`src/core/smme_pkg.sv`:
```
package smme_pkg;
   // Register offsets (byte addresses, own choice)
   localparam logic [7:0] OFF_CTRL = 8'h00;
   localparam logic [7:0] OFF_STATUS = 8'h04;
   localparam logic [7:0] OFF_MAIN_CTRL = 8'h08;
   localparam logic [7:0] OFF_DBG_CTRL = 8'h0C;
   localparam logic [7:0] OFF_FLAGS = 8'h10;
   localparam logic [7:0] OFF_IP = 8'h14;
   localparam logic [7:0] OFF_CS = 8'h18;
   localparam logic [7:0] OFF_DSEG = 8'h1C;
   localparam logic [7:0] OFF_LIMIT = 8'h20;
   localparam logic [7:0] OFF_IORST = 8'h24;
   localparam logic [7:0] OFF_HALTRST = 8'h28;
   localparam logic [7:0] OFF_REVID = 8'h2C;
   localparam logic [7:0] OFF_CSLA = 8'h30;
   localparam logic [7:0] OFF_CSLM = 8'h34;
   localparam logic [7:0] OFF_CSADDR = 8'h38;
   // Control register bits
   localparam int CTRL_BOUNDARY = 0;
   localparam int CTRL_SHUTDOWN = 1;
   localparam int CTRL_HOLD = 2;
   localparam int CTRL_RESUME = 3;
   localparam int CTRL_IOBOUND = 4;
   // Environment values
   localparam logic [31:0] MAIN_CLEAR_MASK = 32'h8001_000F;
   localparam logic [31:0] DBG_KEEP_MASK = 32'h0000_F800;
   localparam logic [31:0] FLAGS_INIT = 32'h0000_0002;
   localparam logic [31:0] IP_INIT = 32'h0000_8000;
   localparam logic [15:0] CS_SEL_INIT = 16'h3000;
   localparam logic [31:0] CS_BASE_INIT = 32'h0003_0000;
   localparam logic [31:0] LIMIT_INIT = 32'h000F_FFFF;
   localparam logic [31:0] HANDLER_ADDR = 32'h0003_8000;
   localparam logic [31:0] MEM_LO = 32'h0003_8000;
   localparam logic [31:0] MEM_HI = 32'h0003_FFFF;
   localparam logic [7:0] IORST_REDO = 8'hFF;
   localparam logic [7:0] IORST_SKIP = 8'h00;
   localparam int REV_IORST_BIT = 16;
   localparam int REV_RELOC_BIT = 17;
   localparam logic [15:0] REV_BASE = 16'h0001; // Arbitrary value
   localparam int CS_MGMT_BIT = 10;
   localparam int SAVE_CYCLES = 4;
   localparam logic [2:0] SAVE_LAST = 3'(SAVE_CYCLES - 1);

   typedef enum logic [3:0] {
      SM_RUN = 4'b0001,
      SM_SAVE = 4'b0010,
      SM_HANDLER = 4'b0100,
      SM_RESUME = 4'b1000
   } smme_state_t;

   typedef struct packed {
      logic mgmt_active_n;
      logic mgmt_address_qualifier;
      logic chip_select;
      logic restart_io;
      logic restart_halt;
   } smme_out_t;
endpackage

```
`src/core/smme_entry.sv`:
```
// Operation
// - Entry clears control bits 0,1,2,3,16,31
// - Entry clears debug control except bits 11-15
// - Flags 0000002H, pointer 00008000H after save
// - Code selector 3000H, base 00030000H
// - Data/extra/stack selectors, bases zero, 16-bit
// - All segment limits set to FFFFFH
// - Real-like addressing, no 64K limit check
// - Pushes keep only low 16 pointer bits
// - Implicit stack keeps 64K limit
// - Boundary interrupt starts save, not when shutdown
// - Handler fetch always starts at 38000H
// - Coinciding causes give a single entry
// - Region fixed 38000H-3FFFFH; relocation bit zero
// - Chip-select bit 10 compares management qualifier
// - Qualifier equals management mode and no hold
// - Mask bit set ignores management qualifier
// - Revision bit 16 reports I/O restart
// - Resume redoes I/O when slot is 0FFH
// - Entry initialises I/O restart slot to 00H
// - Active output low from entry until resume
// - Resume restarts halt when slot bit 0 set
//
// Local design decisions: the AHB-Lite register port and the register offsets.
`timescale 1ns/1ps
module smme_entry
(
   input wire logic hclk,
   input wire logic hresetn,
   input wire logic hsel,
   input wire logic [31:0] haddr,
   input wire logic [1:0] htrans,
   input wire logic hwrite,
   input wire logic [2:0] hsize,
   input wire logic [31:0] hwdata,
   input wire logic hready,
   input wire logic mgmt_interrupt_n,
   output logic [31:0] hrdata,
   output logic hreadyout,
   output logic hresp,
   output smme_pkg::smme_out_t status_out
);
   import smme_pkg::*;

   ////////////////////////////////////////////////////////////////////
   function automatic logic [31:0] seg_base(input logic [15:0] sel);
      seg_base = {12'h000, sel, 4'h0};
   endfunction

   smme_state_t state_r, state_nxt;
   logic [4:0] ctrl_r;
   logic [31:0] main_ctrl_r, dbg_ctrl_r, flags_r, ip_r, cs_base_r, limit_r;
   logic [15:0] cs_sel_r, dseg_sel_r;
   logic [31:0] dseg_base_r;
   logic dseg_big_r;
   logic [7:0] iorst_r, haltrst_r;
   logic [31:0] csla_r, cslm_r, csaddr_r;
   logic [2:0] save_cnt_r;
   logic int_prev_r, pending_r;
   logic redo_io_r, redo_halt_r, active_n_r, qual_r, cs_r;
   logic wr_pend_r;
   logic [7:0] wr_addr_r;
   logic [31:0] rdata_r;

   ////////////////////////////////////////////////////////////////////
   // Bus decode
   wire addr_phase = hsel && hready && htrans[1];
   wire do_wr = wr_pend_r;
   wire [7:0] wa = wr_addr_r;
   wire [7:0] ra = haddr[7:0];

   // Falling edge latched; one level of buffering while busy
   wire int_fall = int_prev_r && !mgmt_interrupt_n;
   wire in_run = (state_r == SM_RUN);
   wire in_resume = (state_r == SM_RESUME);
   wire take_entry = in_run && pending_r && ctrl_r[CTRL_BOUNDARY]
                     && !ctrl_r[CTRL_SHUTDOWN];
   wire save_done = (state_r == SM_SAVE) && (save_cnt_r == SAVE_LAST);
   wire resume_go = (state_r == SM_HANDLER) && ctrl_r[CTRL_RESUME];
   wire mode_on = !in_run;
   wire qual_nxt = mode_on && !ctrl_r[CTRL_HOLD];
   wire [31:0] cmp_addr = {csaddr_r[31:11], qual_nxt, csaddr_r[9:0]};
   wire [31:0] eff_mask = cslm_r;
   // Mask bit set drops the qualifier from the compare
   wire cs_hit = ((cmp_addr ^ csla_r) & ~eff_mask) == 32'h0000_0000;
   wire [31:0] rev_word = {14'h0000, 1'b0, 1'b1, REV_BASE};

   always_comb
   begin
      state_nxt = state_r;
      case (state_r)
         SM_RUN: if (take_entry) state_nxt = SM_SAVE;
         SM_SAVE: if (save_done) state_nxt = SM_HANDLER;
         SM_HANDLER: if (resume_go) state_nxt = SM_RESUME;
         SM_RESUME: state_nxt = SM_RUN;
         default: state_nxt = SM_RUN;
      endcase
   end

   ////////////////////////////////////////////////////////////////////
   always_ff @(posedge hclk or negedge hresetn)
   begin
      if (!hresetn)
      begin
         state_r <= SM_RUN;
         save_cnt_r <= 3'd0;
         int_prev_r <= 1'b1;
         pending_r <= 1'b0;
      end
      else
      begin
         state_r <= state_nxt;
         save_cnt_r <= (state_r == SM_SAVE) ? save_cnt_r + 3'd1 : 3'd0;
         int_prev_r <= mgmt_interrupt_n;
         // A new edge beats the consume in the same cycle
         if (int_fall)
            pending_r <= 1'b1;
         else if (take_entry)
            pending_r <= 1'b0;
      end
   end

   always_ff @(posedge hclk or negedge hresetn)
   begin
      if (!hresetn)
      begin
         wr_pend_r <= 1'b0;
         wr_addr_r <= 8'h00;
         rdata_r <= 32'h0000_0000;
      end
      else
      begin
         wr_pend_r <= addr_phase && hwrite;
         wr_addr_r <= ra;
         if (addr_phase && !hwrite)
         begin
            if (ra == OFF_CTRL) rdata_r <= {27'h0, ctrl_r};
            else if (ra == OFF_STATUS) rdata_r <= {24'h0, state_r, 1'b0, qual_r, pending_r, !active_n_r};
            else if (ra == OFF_MAIN_CTRL) rdata_r <= main_ctrl_r;
            else if (ra == OFF_DBG_CTRL) rdata_r <= dbg_ctrl_r;
            else if (ra == OFF_FLAGS) rdata_r <= flags_r;
            else if (ra == OFF_IP) rdata_r <= ip_r;
            else if (ra == OFF_CS) rdata_r <= {cs_sel_r, 15'h0, dseg_big_r};
            else if (ra == OFF_DSEG) rdata_r <= dseg_base_r | {16'h0, dseg_sel_r};
            else if (ra == OFF_LIMIT) rdata_r <= limit_r;
            else if (ra == OFF_IORST) rdata_r <= {24'h0, iorst_r};
            else if (ra == OFF_HALTRST) rdata_r <= {24'h0, haltrst_r};
            else if (ra == OFF_REVID) rdata_r <= rev_word;
            else if (ra == OFF_CSLA) rdata_r <= csla_r;
            else if (ra == OFF_CSLM) rdata_r <= cslm_r;
            else if (ra == OFF_CSADDR) rdata_r <= csaddr_r;
            else rdata_r <= 32'h0000_0000;
         end
      end
   end

   ////////////////////////////////////////////////////////////////////
   // Architectural state; entry overrides software writes
   always_ff @(posedge hclk or negedge hresetn)
   begin
      if (!hresetn)
      begin
         ctrl_r <= 5'h00;
         main_ctrl_r <= 32'h0000_0000;
         dbg_ctrl_r <= 32'h0000_0000;
         flags_r <= 32'h0000_0002;
         ip_r <= 32'h0000_0000;
         cs_sel_r <= 16'h0000;
         cs_base_r <= 32'h0000_0000;
         dseg_sel_r <= 16'h0000;
         dseg_base_r <= 32'h0000_0000;
         dseg_big_r <= 1'b0;
         limit_r <= 32'h0000_FFFF;
         iorst_r <= 8'h00;
         haltrst_r <= 8'h00;
         csla_r <= 32'h0000_0000;
         cslm_r <= 32'hFFFF_FFFF;
         csaddr_r <= 32'h0000_0000;
      end
      else
      begin
         if (do_wr && wa == OFF_CTRL) ctrl_r <= hwdata[4:0];
         else if (resume_go) ctrl_r[CTRL_RESUME] <= 1'b0;
         if (do_wr && wa == OFF_CSLA) csla_r <= hwdata;
         if (do_wr && wa == OFF_CSLM) cslm_r <= hwdata;
         if (do_wr && wa == OFF_CSADDR) csaddr_r <= hwdata;
         if (take_entry)
         begin
            main_ctrl_r <= main_ctrl_r & ~MAIN_CLEAR_MASK;
            dbg_ctrl_r <= dbg_ctrl_r & DBG_KEEP_MASK;
            haltrst_r <= {7'h00, main_ctrl_r[16]};
            iorst_r <= IORST_SKIP;
         end
         else
         begin
            if (do_wr && wa == OFF_MAIN_CTRL) main_ctrl_r <= hwdata;
            if (do_wr && wa == OFF_DBG_CTRL) dbg_ctrl_r <= hwdata;
            // Only the handler may arm the restart slots
            if (do_wr && wa == OFF_IORST && state_r == SM_HANDLER) iorst_r <= hwdata[7:0];
            if (do_wr && wa == OFF_HALTRST && state_r == SM_HANDLER) haltrst_r <= hwdata[7:0];
         end
         if (save_done)
         begin
            flags_r <= FLAGS_INIT;
            ip_r <= IP_INIT;
            cs_sel_r <= CS_SEL_INIT;
            cs_base_r <= CS_BASE_INIT;
            dseg_sel_r <= 16'h0000;
            dseg_base_r <= seg_base(16'h0000);
            dseg_big_r <= 1'b0;
            limit_r <= LIMIT_INIT;
         end
         else
         begin
            if (do_wr && wa == OFF_FLAGS) flags_r <= hwdata;
            // Pushes in this mode carry only 16 pointer bits
            if (do_wr && wa == OFF_IP) ip_r <= mode_on ? {16'h0, hwdata[15:0]} : hwdata;
            if (do_wr && wa == OFF_DSEG)
            begin
               dseg_sel_r <= hwdata[15:0];
               dseg_base_r <= seg_base(hwdata[15:0]);
            end
         end
      end
   end

   ////////////////////////////////////////////////////////////////////
   always_ff @(posedge hclk or negedge hresetn)
   begin
      if (!hresetn)
      begin
         active_n_r <= 1'b1;
         qual_r <= 1'b0;
         cs_r <= 1'b0;
         redo_io_r <= 1'b0;
         redo_halt_r <= 1'b0;
      end
      else
      begin
         // Held low through the resume state so no high pulse precedes the exit
         active_n_r <= !(take_entry || (mode_on && !in_resume));
         qual_r <= qual_nxt;
         cs_r <= cs_hit;
         if (resume_go)
         begin
            redo_io_r <= (iorst_r == IORST_REDO);
            redo_halt_r <= haltrst_r[0];
         end
      end
   end

   assign hrdata = rdata_r;
   assign hreadyout = 1'b1;
   assign hresp = 1'b0;
   assign status_out = '{mgmt_active_n: active_n_r, mgmt_address_qualifier: qual_r,
                         chip_select: cs_r, restart_io: redo_io_r,
                         restart_halt: redo_halt_r};

   ////////////////////////////////////////////////////////////////////
   // Reference compare, formed apart from the datapath
   wire cs_ref = (((csaddr_r ^ csla_r) & ~cslm_r & 32'hFFFF_FBFF) == 32'h0000_0000)
                 && (cslm_r[CS_MGMT_BIT] || (csla_r[CS_MGMT_BIT] == qual_nxt));
endmodule

```
`config.mk`:
```
export PLATFORM = sky130hd
export DESIGN_NAME = smme_entry
export DESIGN_NICKNAME = d
export VERILOG_FILES = /design/src/core/smme_pkg.sv /design/src/core/smme_entry.sv
export SDC_FILE = /design/constraint.sdc
export NUM_CORES = 1
export LEC_CHECK = 0
export BUFFER_PORTS_ARGS = -buffer_cell sky130_fd_sc_hd__buf_2
export CORE_ASPECT_RATIO = 0.6
export CORE_MARGIN = 10
export CORE_UTILIZATION = 40
export CTS_BUF_LIST = sky130_fd_sc_hd__clkbuf_16
export DETAILED_ROUTE_END_ITERATION = 10
export HOLD_SLACK_MARGIN = 0.06
export MAX_ROUTING_LAYER = met4
export PLACE_DENSITY = 0.58
export REMOVE_ABC_BUFFERS = 1
export SYNTH_ARGS = -nofsm -noshare
export SYNTH_HDL_FRONTEND = slang
export SYNTH_SLANG_ARGS = --single-unit
```
`constraint.sdc`:
```
create_clock -name hclk -period 3.58 [get_ports hclk]
set_input_delay 0.179 -clock hclk [delete_from_list [all_inputs] [get_ports hclk]]
set_output_delay 0.179 -clock hclk [all_outputs]
set_load 0.005 [all_outputs]
```
Yosys cells after proc, flatten, opt, wreduce, memory -nomap -nowiden --
Cells that the tools add are included.
Word-level totals: flip-flop bits (word level) 350, bits of input ports 75, output and inout port bits 39, logic and storage cells 158
Cells by class: add/sub/neg operators 1, equal/unequal tests 33, mux-type cells 41, bitwise operators 5, reduce and logical (&&, ||, !) cells 49
Operators by type and width (count):
- $mux 32 | 26
- $eq 8x6->1 const B | 12
- $eq 8x5->1 const B | 7
- $and 32x32->32 | 1
- $eq 8x4->1 const B | 4
- $logic_not 32->1 | 1
- $mux 16 | 2
- $mux 8 | 4
- $not 32->32 | 1
- $or 32x16->32 | 1
- $xor 32x32->32 | 1
- $logic_and 1x1->1 | 25
- $reduce_bool 2->1 | 9
- $logic_not 8->1 | 2
- $mux 4 | 3
- $pmux 4 s3 | 1
- $eq 8x3->1 const B | 1
- $eq 8x8->1 const B | 1
- $logic_not 1->1 | 8
- $eq 4x1->1 const B | 1
- $eq 4x2->1 const B | 1
- $eq 4x3->1 const B | 1
- $eq 4x4->1 const B | 1
- $mux 1 | 4
- 9 further kinds | 11

Logic depth before layout (Yosys ltp) --
Gate-level depths: netlist of run 1.
depth in word-level cells 16, mapped depth 9, mapped depth without buffers 5

Least setup slack after synthesis of run 1 --
No wires, ideal clock.
path type flip-flop to flip-flop, start point register state_r[0], end point register main_ctrl_r[10], library setup time 0.127 ns, data arrival time 2.005 ns, data required time 3.453 ns, setup slack 1.447 ns, stages on the path, launching flop included 6, buffers on the path 1, period minus slack after synthesis 2.133 ns, cells stage by stage dfstp_2 > or4b_1 > nor3_4 > nor3_2 > buf_6 > mux2_1
Between the ends: word-level cells in the longest chain between the ends 6
Ends and longest elaborated chain:
- start, declared | line smme_entry.sv:50 | smme_state_t state_r, state_nxt;
- start signal, assigned | line smme_entry.sv:112 | state_r <= state_nxt;
- $eq 4x1->1 | line smme_entry.sv:74 | wire in_run = (state_r == SM_RUN);
- $logic_and 1x1->1 (2 in series) | line smme_entry.sv:76 | wire take_entry = in_run && pending_r && ctrl_r[CTRL_BOUNDARY]
- $logic_and 1x1->1 | line smme_entry.sv:77 | && !ctrl_r[CTRL_SHUTDOWN];
- $not 1->1 (no source line)
- $reduce_and 2->1 (no source line)
- end signal, assigned | line smme_entry.sv:189 | main_ctrl_r <= main_ctrl_r & ~MAIN_CLEAR_MASK;
- end signal, assigned | line smme_entry.sv:196 | if (do_wr && wa == OFF_MAIN_CTRL) main_ctrl_r <= hwdata;
- end, declared | line smme_entry.sv:52 | logic [31:0] main_ctrl_r, dbg_ctrl_r, flags_r, ip_r, cs_base_r, limit_r;
Every way passes these cells. A chain may end at the register's enable or synchronous reset.

Worst setup path after layout of run 1 --
start point register state_r[2], end point register main_ctrl_r[10]
Same word-level chain as after synthesis.

==> impl_metrics.tcl, run 1 <==
set metrics [dict create \
    finalClockSkew_ns 0.0323 \
    synthXorXnorAreaFrac 0.0186 \
    pin_count 114 \
    synthToLayoutAreaGrowth_pct 15.8 \
    cts-hold-fix-buffers 43 \
    routed_wl_um 52800 \
    hpwl_um 34700 \
    cts_tree "built" \
    grt_pass1_wl_um 80200 \
    synth_cells 1454 \
    slew_viol_final 0 \
    synth_ff_type "dfrtp_1" \
    first_global_vias 12500 \
    vias_per_cell 5.92 \
    clockRootBuffer "clkbuf_16" \
    grt.overflow.total 0 \
    cts_buffers 31 \
    yosysTopAreaCellShare 0.453 \
    setup_viol 0 \
    drive_above_1_share 0.230 \
    outcome "completed" \
    power.share.switching 0.253 \
    synth-edff-count 0 \
    pwr-share-comb 0.085 \
    cts_setup_buffers 0 \
    fmax_ghz 0.363 \
    power_frac_clock 0.421 \
    synth_top_family_by_area "multiplexers" \
    grt_start_max_net_pins 112 \
    drcViolationCount 0 \
    grt_util_all_layers 0.225 \
    power_density_nw_per_um2 427 \
    leakagePower_nw 7.97 \
    yosysSeqAreaShare 0.513 \
    die-area_sq_um 47400 \
    hold_violations 0 \
    crit_arrival_ns 3.21 \
    peakVddDrop_v 0.000350 \
    die_h_um 173 \
    critPathKind "reg -> reg" \
    start_util 0.409 \
    fillers 3632 \
    crit_fanout 26 \
    synthAdderAreaFrac 0.00161 \
    async_reset_ff_frac 1.00 \
    routedWlPerCell_um 25.3 \
    design_area_sq_um 18000 \
    core_sq_um 38000 \
    synth_cell_types 78 \
    yosysWarningCount 0 \
    fin_setup_tns_ns 0 \
    max_slew_margin 0.249 \
    cts.sinks 317 \
    ctsResizeCount 0 \
    cts.path.max_buffers 3 \
    drt-initial-drc-count 1127 \
    power_frac_seq 0.495 \
    portBuffers 83 \
    nNetsFinal 1628 \
    hold_class "in -> reg" \
    p_total_w 0.00769 \
    end_kind "flop" \
    ys_seq_elements 317 \
    place.gp.congestion 0.920 \
    internal_power_w 0.00574 \
    synth_compound_area_frac 0.141 \
    syn_area_per_cell_sq_um 10.7 \
    firstDrtPassIters 5 \
    postRouteAntennaNets 0 \
    fin_crit_sh 0.770 \
    vias 12400 \
    synthMuxAreaShare 0.170 \
    tightest_slew_ns 1.12 \
    drv_cap 0 \
    p_switching_w 0.00195 \
    synth_simple_gate_area_frac 0.121 \
    insertion_delay_ns 0.60 \
    placed_area_sq_um 16600 \
    critPathLaunchType "flop" \
    synth_top_area_cell "dfrtp_1" \
    cts.clk_slew.worst_paths_ns 0.06 \
    htree_levels 1 \
    syn_area_sq_um 15500 \
    ys_top_cells_by_area "dfrtp_1 (45%), mux2_2 (8.9%), mux2i_1 (6.6%), dfstp_2 (6.1%), nand2_1 (3.7%)" \
    crit_required_ns 4.03 \
    fin_crit_ns 2.76 \
    die_w_um 274 \
    antenna_found_initial 1 \
    num_rows 55 \
    rsz0062_at_grt "no" \
]
[critical path: stages (launching register included)]
cell,delay [ns]
dfrtp_1,0.51
or4b_1,0.64
nor3_4,0.60
nor3_4,0.09
buf_4,0.35
mux2_1,0.40
[through the flow]
| stage | utilization | worst slack (ns) | hold WS (ns) | std cells |
|---|---|---|---|---|
| global route | 0.474 | 0.803 | 0.247 | 2090 |
| floorplan | - | 0.392 | -0.117 | 1341 |
| detailed placement | 0.437 | 0.901 | 0.299 | 1988 |
| CTS | 0.474 | 0.875 | 0.223 | 2089 |
| finish | 0.474 | 0.824 | 0.242 | 2090 |
| global placement | 0.437 | 0.929 | 0.299 | 1988 |
[power groups by stage]
| stage | clock network [W] | registers (W) | logic [W] |
|---|---|---|---|
| after floorplan | 0 | 0.00383 | 0.000270 |
| after global placement | 0 | 0.00386 | 0.000603 |
| after detailed placement | 0 | 0.00387 | 0.000610 |
| after CTS | 0.00329 | 0.00380 | 0.000649 |
| after global routing | 0.00344 | 0.00381 | 0.000713 |
| final | 0.00324 | 0.00380 | 0.000650 |
[cells by family (layout without fill, tap and decap cells)]
| kind of cell | count (synthesis) | after routing |
|---|---|---|
| compound gates | 334 | 334 |
| xor+xnor | 33 | 33 |
| fa+ha+maj | 2 | 2 |
| buf+inv | 122 | 244 |
| flops | 317 | 317 |
| mux | 246 | 246 |
| other cells | 2 | 3 |
| simple gates | 398 | 398 |
[Yosys cell counts, types with 3 or more instances]
cell	instances
clkbuf_1	68
a221oi_1	17
and3_1	9
dfstp_2	36
nor4b_1	6
nand4_1	4
and2_1	5
nor4_1	6
o211ai_1	3
buf_4	9
dfrtp_1	281
nand2_1	153
nor2_1	138
a32oi_1	5
a21oi_1	91
a22oi_1	20
o221ai_1	10
a32o_1	3
a21o_1	10
nand2b_1	8
nor2b_1	3
or4b_1	3
nor3_1	11
a2bb2oi_1	12
a221o_1	4
buf_1	13
nand3b_1	3
or4_1	9
and4_1	3
inv_1	9
mux2i_1	103
a22o_1	19
o21ai_0	73
mux2_1	20
o2bb2ai_1	8
buf_2	21
mux2_2	123
o31ai_1	4
nand3_1	14
o22ai_1	23
a211oi_1	8
a31oi_1	7
xnor2_1	32
[routing by layer]
layer	GRT usage	vias up	part of all wire
met2	0.308	575	0.41
met3	0.0552	88	0.099
met4	0.0502	0	0.022
met5	-	-	0
met1	0.329	6276	0.46
li1	-	5438	-
[final timing paths]
path | slack, ns | to | depth (start not counted) | startpoint
max | 0.82 | main_ctrl_r[10]$_DFFE_PN0P_ | 5 | state_r[2]$_DFFE_PN0P_
min | 0.24 | int_prev_r$_DFF_PN1_ | 2 | mgmt_interrupt_n
max reg2reg | 0.82 | main_ctrl_r[10]$_DFFE_PN0P_ | 5 | state_r[2]$_DFFE_PN0P_
min reg2reg | 0.43 | save_cnt_r[0]$_DFF_PN0_ | 1 | save_cnt_r[0]$_DFF_PN0_
max in group asynchronous | 2.28 | cslm_r[16]$_DFFE_PN1P_ | 3 | hresetn
min in group asynchronous | 0.29 | ip_r[12]$_DFFE_PN0P_ | 2 | hresetn
[cell usage in the layout (no fill, tap or decap), drive strengths merged, types with 5 or more instances in the layout]
cell         instances
a22o                19
o2bb2ai              8
dfstp               36
nand2              153
o221ai              10
nor2               140
o22ai               24
and2                 6
inv                 17
a32oi                5
or4                  9
xnor2               32
a31oi                7
o21ai               75
clkinv              16
nand2b               8
a2bb2oi             12
buf                134
nand3               14
or4b                 5
a21oi               91
clkbuf              31
a211oi               8
dfrtp              281
nor3                15
and3                 9
a21o                10
a22oi               20
nor4b                7
dlygate4sd3         43
nor4                 9
a221oi              17
mux2i              103
mux2               143
[registers in the layout, indices dropped and copies added (netlist names), 5 cells and up]
signal       flops
csaddr_r        32
csla_r          32
cslm_r          32
dbg_ctrl_r      32
flags_r         32
hrdata          32
ip_r            32
main_ctrl_r     32
dseg_base_r     16
haltrst_r        8
iorst_r          8
wa               8
ctrl_r           5
[layout make-up]
cell class	count	area [sq um]	share of cell area
antenna	1	2.50	0.000139
clock buffer	31	776	0.0431
clock inverter	27	199	0.0111
inverter	9	33.8	0.00188
multi-input combinational	1015	7080	0.393
sequential	317	7980	0.443
tap	513	642	0.0357
timing repair buffer	177	1290	0.0719
No activity file was read; power rests on OpenSTA's default activity.
==> run 2, diff against run 1 <==
- clock period: 3.58 -> 2.81 ns (I/O delays scaled with it)
==> run 2 against run 1 <==
Net effect:
- sequential share of layout area is 0.83 points lower
- first-iteration DRC count up 4.0%
- power up 31%
- critical path depth is the same
- flip-flop and latch count unchanged
- largest power group unchanged
- highest routed layer unchanged
==> impl_metrics.tcl, run 2 (synthesis gave the netlist of run 1 again) <==
set metrics [dict create \
    die-area_sq_um 47400 \
    setup_ws_ns 0.243 \
    hold_class "in -> async" \
    die_w_um 274 \
    clockRootBuffer "clkbuf_16" \
    fin_crit_ns 2.57 \
    fmax_ghz 0.390 \
    rr_startpoint "wa[5]$_DFF_PN0_" \
    pin_count 114 \
    dp_cells 2019 \
    setup_viol 0 \
    rsz0062_at_grt "no" \
    cts.clk_slew.worst_paths_ns 0.06 \
    grt.overflow.total 0 \
    cts.path.max_buffers 3 \
    nNetsFinal 1659 \
    cts-hold-fix-buffers 43 \
    drcViolationCount 0 \
    grt_pass1_wl_um 81100 \
    startpoint "wa[5]$_DFF_PN0_" \
    dpl_worst_slack_ns 0.252 \
    drv_cap 0 \
    grt_start_max_net_pins 65 \
    fin_hold_ws_ns 0.106 \
    postRouteAntennaNets 0 \
    core_sq_um 38000 \
    cts_setup_buffers 0 \
    cts_tree "built" \
    tightest_slew_ns 1.05 \
    mostFrequentLayoutCells "dfrtp_1 (281), nand2_1 (151), nor2_1 (136)" \
    firstDrtPassIters 6 \
    crit_arrival_ns 3.03 \
    num_rows 55 \
    outcome "completed" \
    crit_fanout 14 \
    grt_util_all_layers 0.229 \
    max_slew_margin 0.296 \
    power_density_nw_per_um2 551 \
    first_global_vias 12400 \
    start_util 0.409 \
    slew_viol_final 0 \
    cts_buffers 31 \
    routedWlPerCell_um 25.4 \
    leakagePower_nw 8.17 \
    routed_wl_um 53900 \
    peakVddDrop_v 0.000477 \
    fin_util 0.483 \
    hpwl_um 36500 \
    fin_crit_sh 0.914 \
    post_layout_nonfiller_instances 2121 \
    drt-initial-drc-count 1172 \
    finalClockSkew_ns 0.0139 \
    htree_levels 1 \
    antenna_found_initial 1 \
    end_kind "flop" \
    final_common_cell "dfrtp_1" \
    cts.sinks 317 \
    hold_violations 0 \
    vias 12500 \
    synthToLayoutAreaGrowth_pct 18.1 \
    critPathKind "reg -> reg" \
    portBuffers 83 \
    insertion_delay_ns 0.59 \
    crit_required_ns 3.27 \
    drive_above_1_share 0.245 \
    fin_setup_tns_ns 0 \
    place.gp.congestion 0.938 \
    ctsResizeCount 0 \
    critPathLaunchType "flop" \
    die_h_um 173 \
    vias_per_cell 5.90 \
]
[run 2: cell types whose count changed in the layout (fill, tap and decap cells not counted), sizes merged]
cell,change
clkinvlp,+1
clkinv,-4
buf,+31
bufinv,+3
[run 2: worst paths after layout]
kind / to / slack, ns / depth (start not counted)
max: main_ctrl_r[21]$_DFFE_PN0P_ / 0.24 / 5
min: main_ctrl_r[10]$_DFFE_PN0P_ / 0.11 / 2
max reg2reg: main_ctrl_r[21]$_DFFE_PN0P_ / 0.24 / 5
min reg2reg: save_cnt_r[0]$_DFF_PN0_ / 0.43 / 1
max in group asynchronous: cslm_r[23]$_DFFE_PN1P_ / 1.87 / 3
min in group hclk: int_prev_r$_DFF_PN1_ / 0.21 / 2
[run 2: layer usage]
layer / up-vias / part of all wire / track usage
met4: 0 / 0.019 / 0.0445
li1: 5505 / - / -
met2: 525 / 0.42 / 0.314
met5: - / 0 / -
met1: 6399 / 0.46 / 0.330
met3: 80 / 0.10 / 0.0676
[run 2: metrics by stage]
stage | power (W) | instance area, sq um
4_1_cts | 0.0102 | 18300
3_3_place_gp | 0.00572 | 16900
3_5_place_dp | 0.00574 | 16900
2_1_floorplan | 0.00523 | 15000
6_report | 0.0101 | 18300
5_1_grt | 0.0105 | 18300
[run 2: power breakdown]
group	switching, W	leakage (nW)	internal [W]
Clock	0.00186	0.539	0.00254
Combinational	0.000523	3.81	0.000342
Sequential	0.000123	3.82	0.00472
Total	0.00251	8.17	0.00761
[run 2: layout make-up]
class | instances | area (sq um)
multi-input cells | 1015 | 7080
diodes | 1 | 2.50
well taps | 513 | 642
repair buffers | 208 | 1560
clock inverters | 27 | 274
flip-flops and latches | 317 | 7980
fillers | 3544 | 19600
clock buffers | 31 | 776
inverters | 9 | 33.8
[run 2: critical path, stage by stage (launching register included)]
cell and delay [ns]:
dfrtp_1 0.38, nor4b_1 0.47, nand2_1 0.19, nor3_4 0.77, buf_12 0.27, mux2_1 0.34
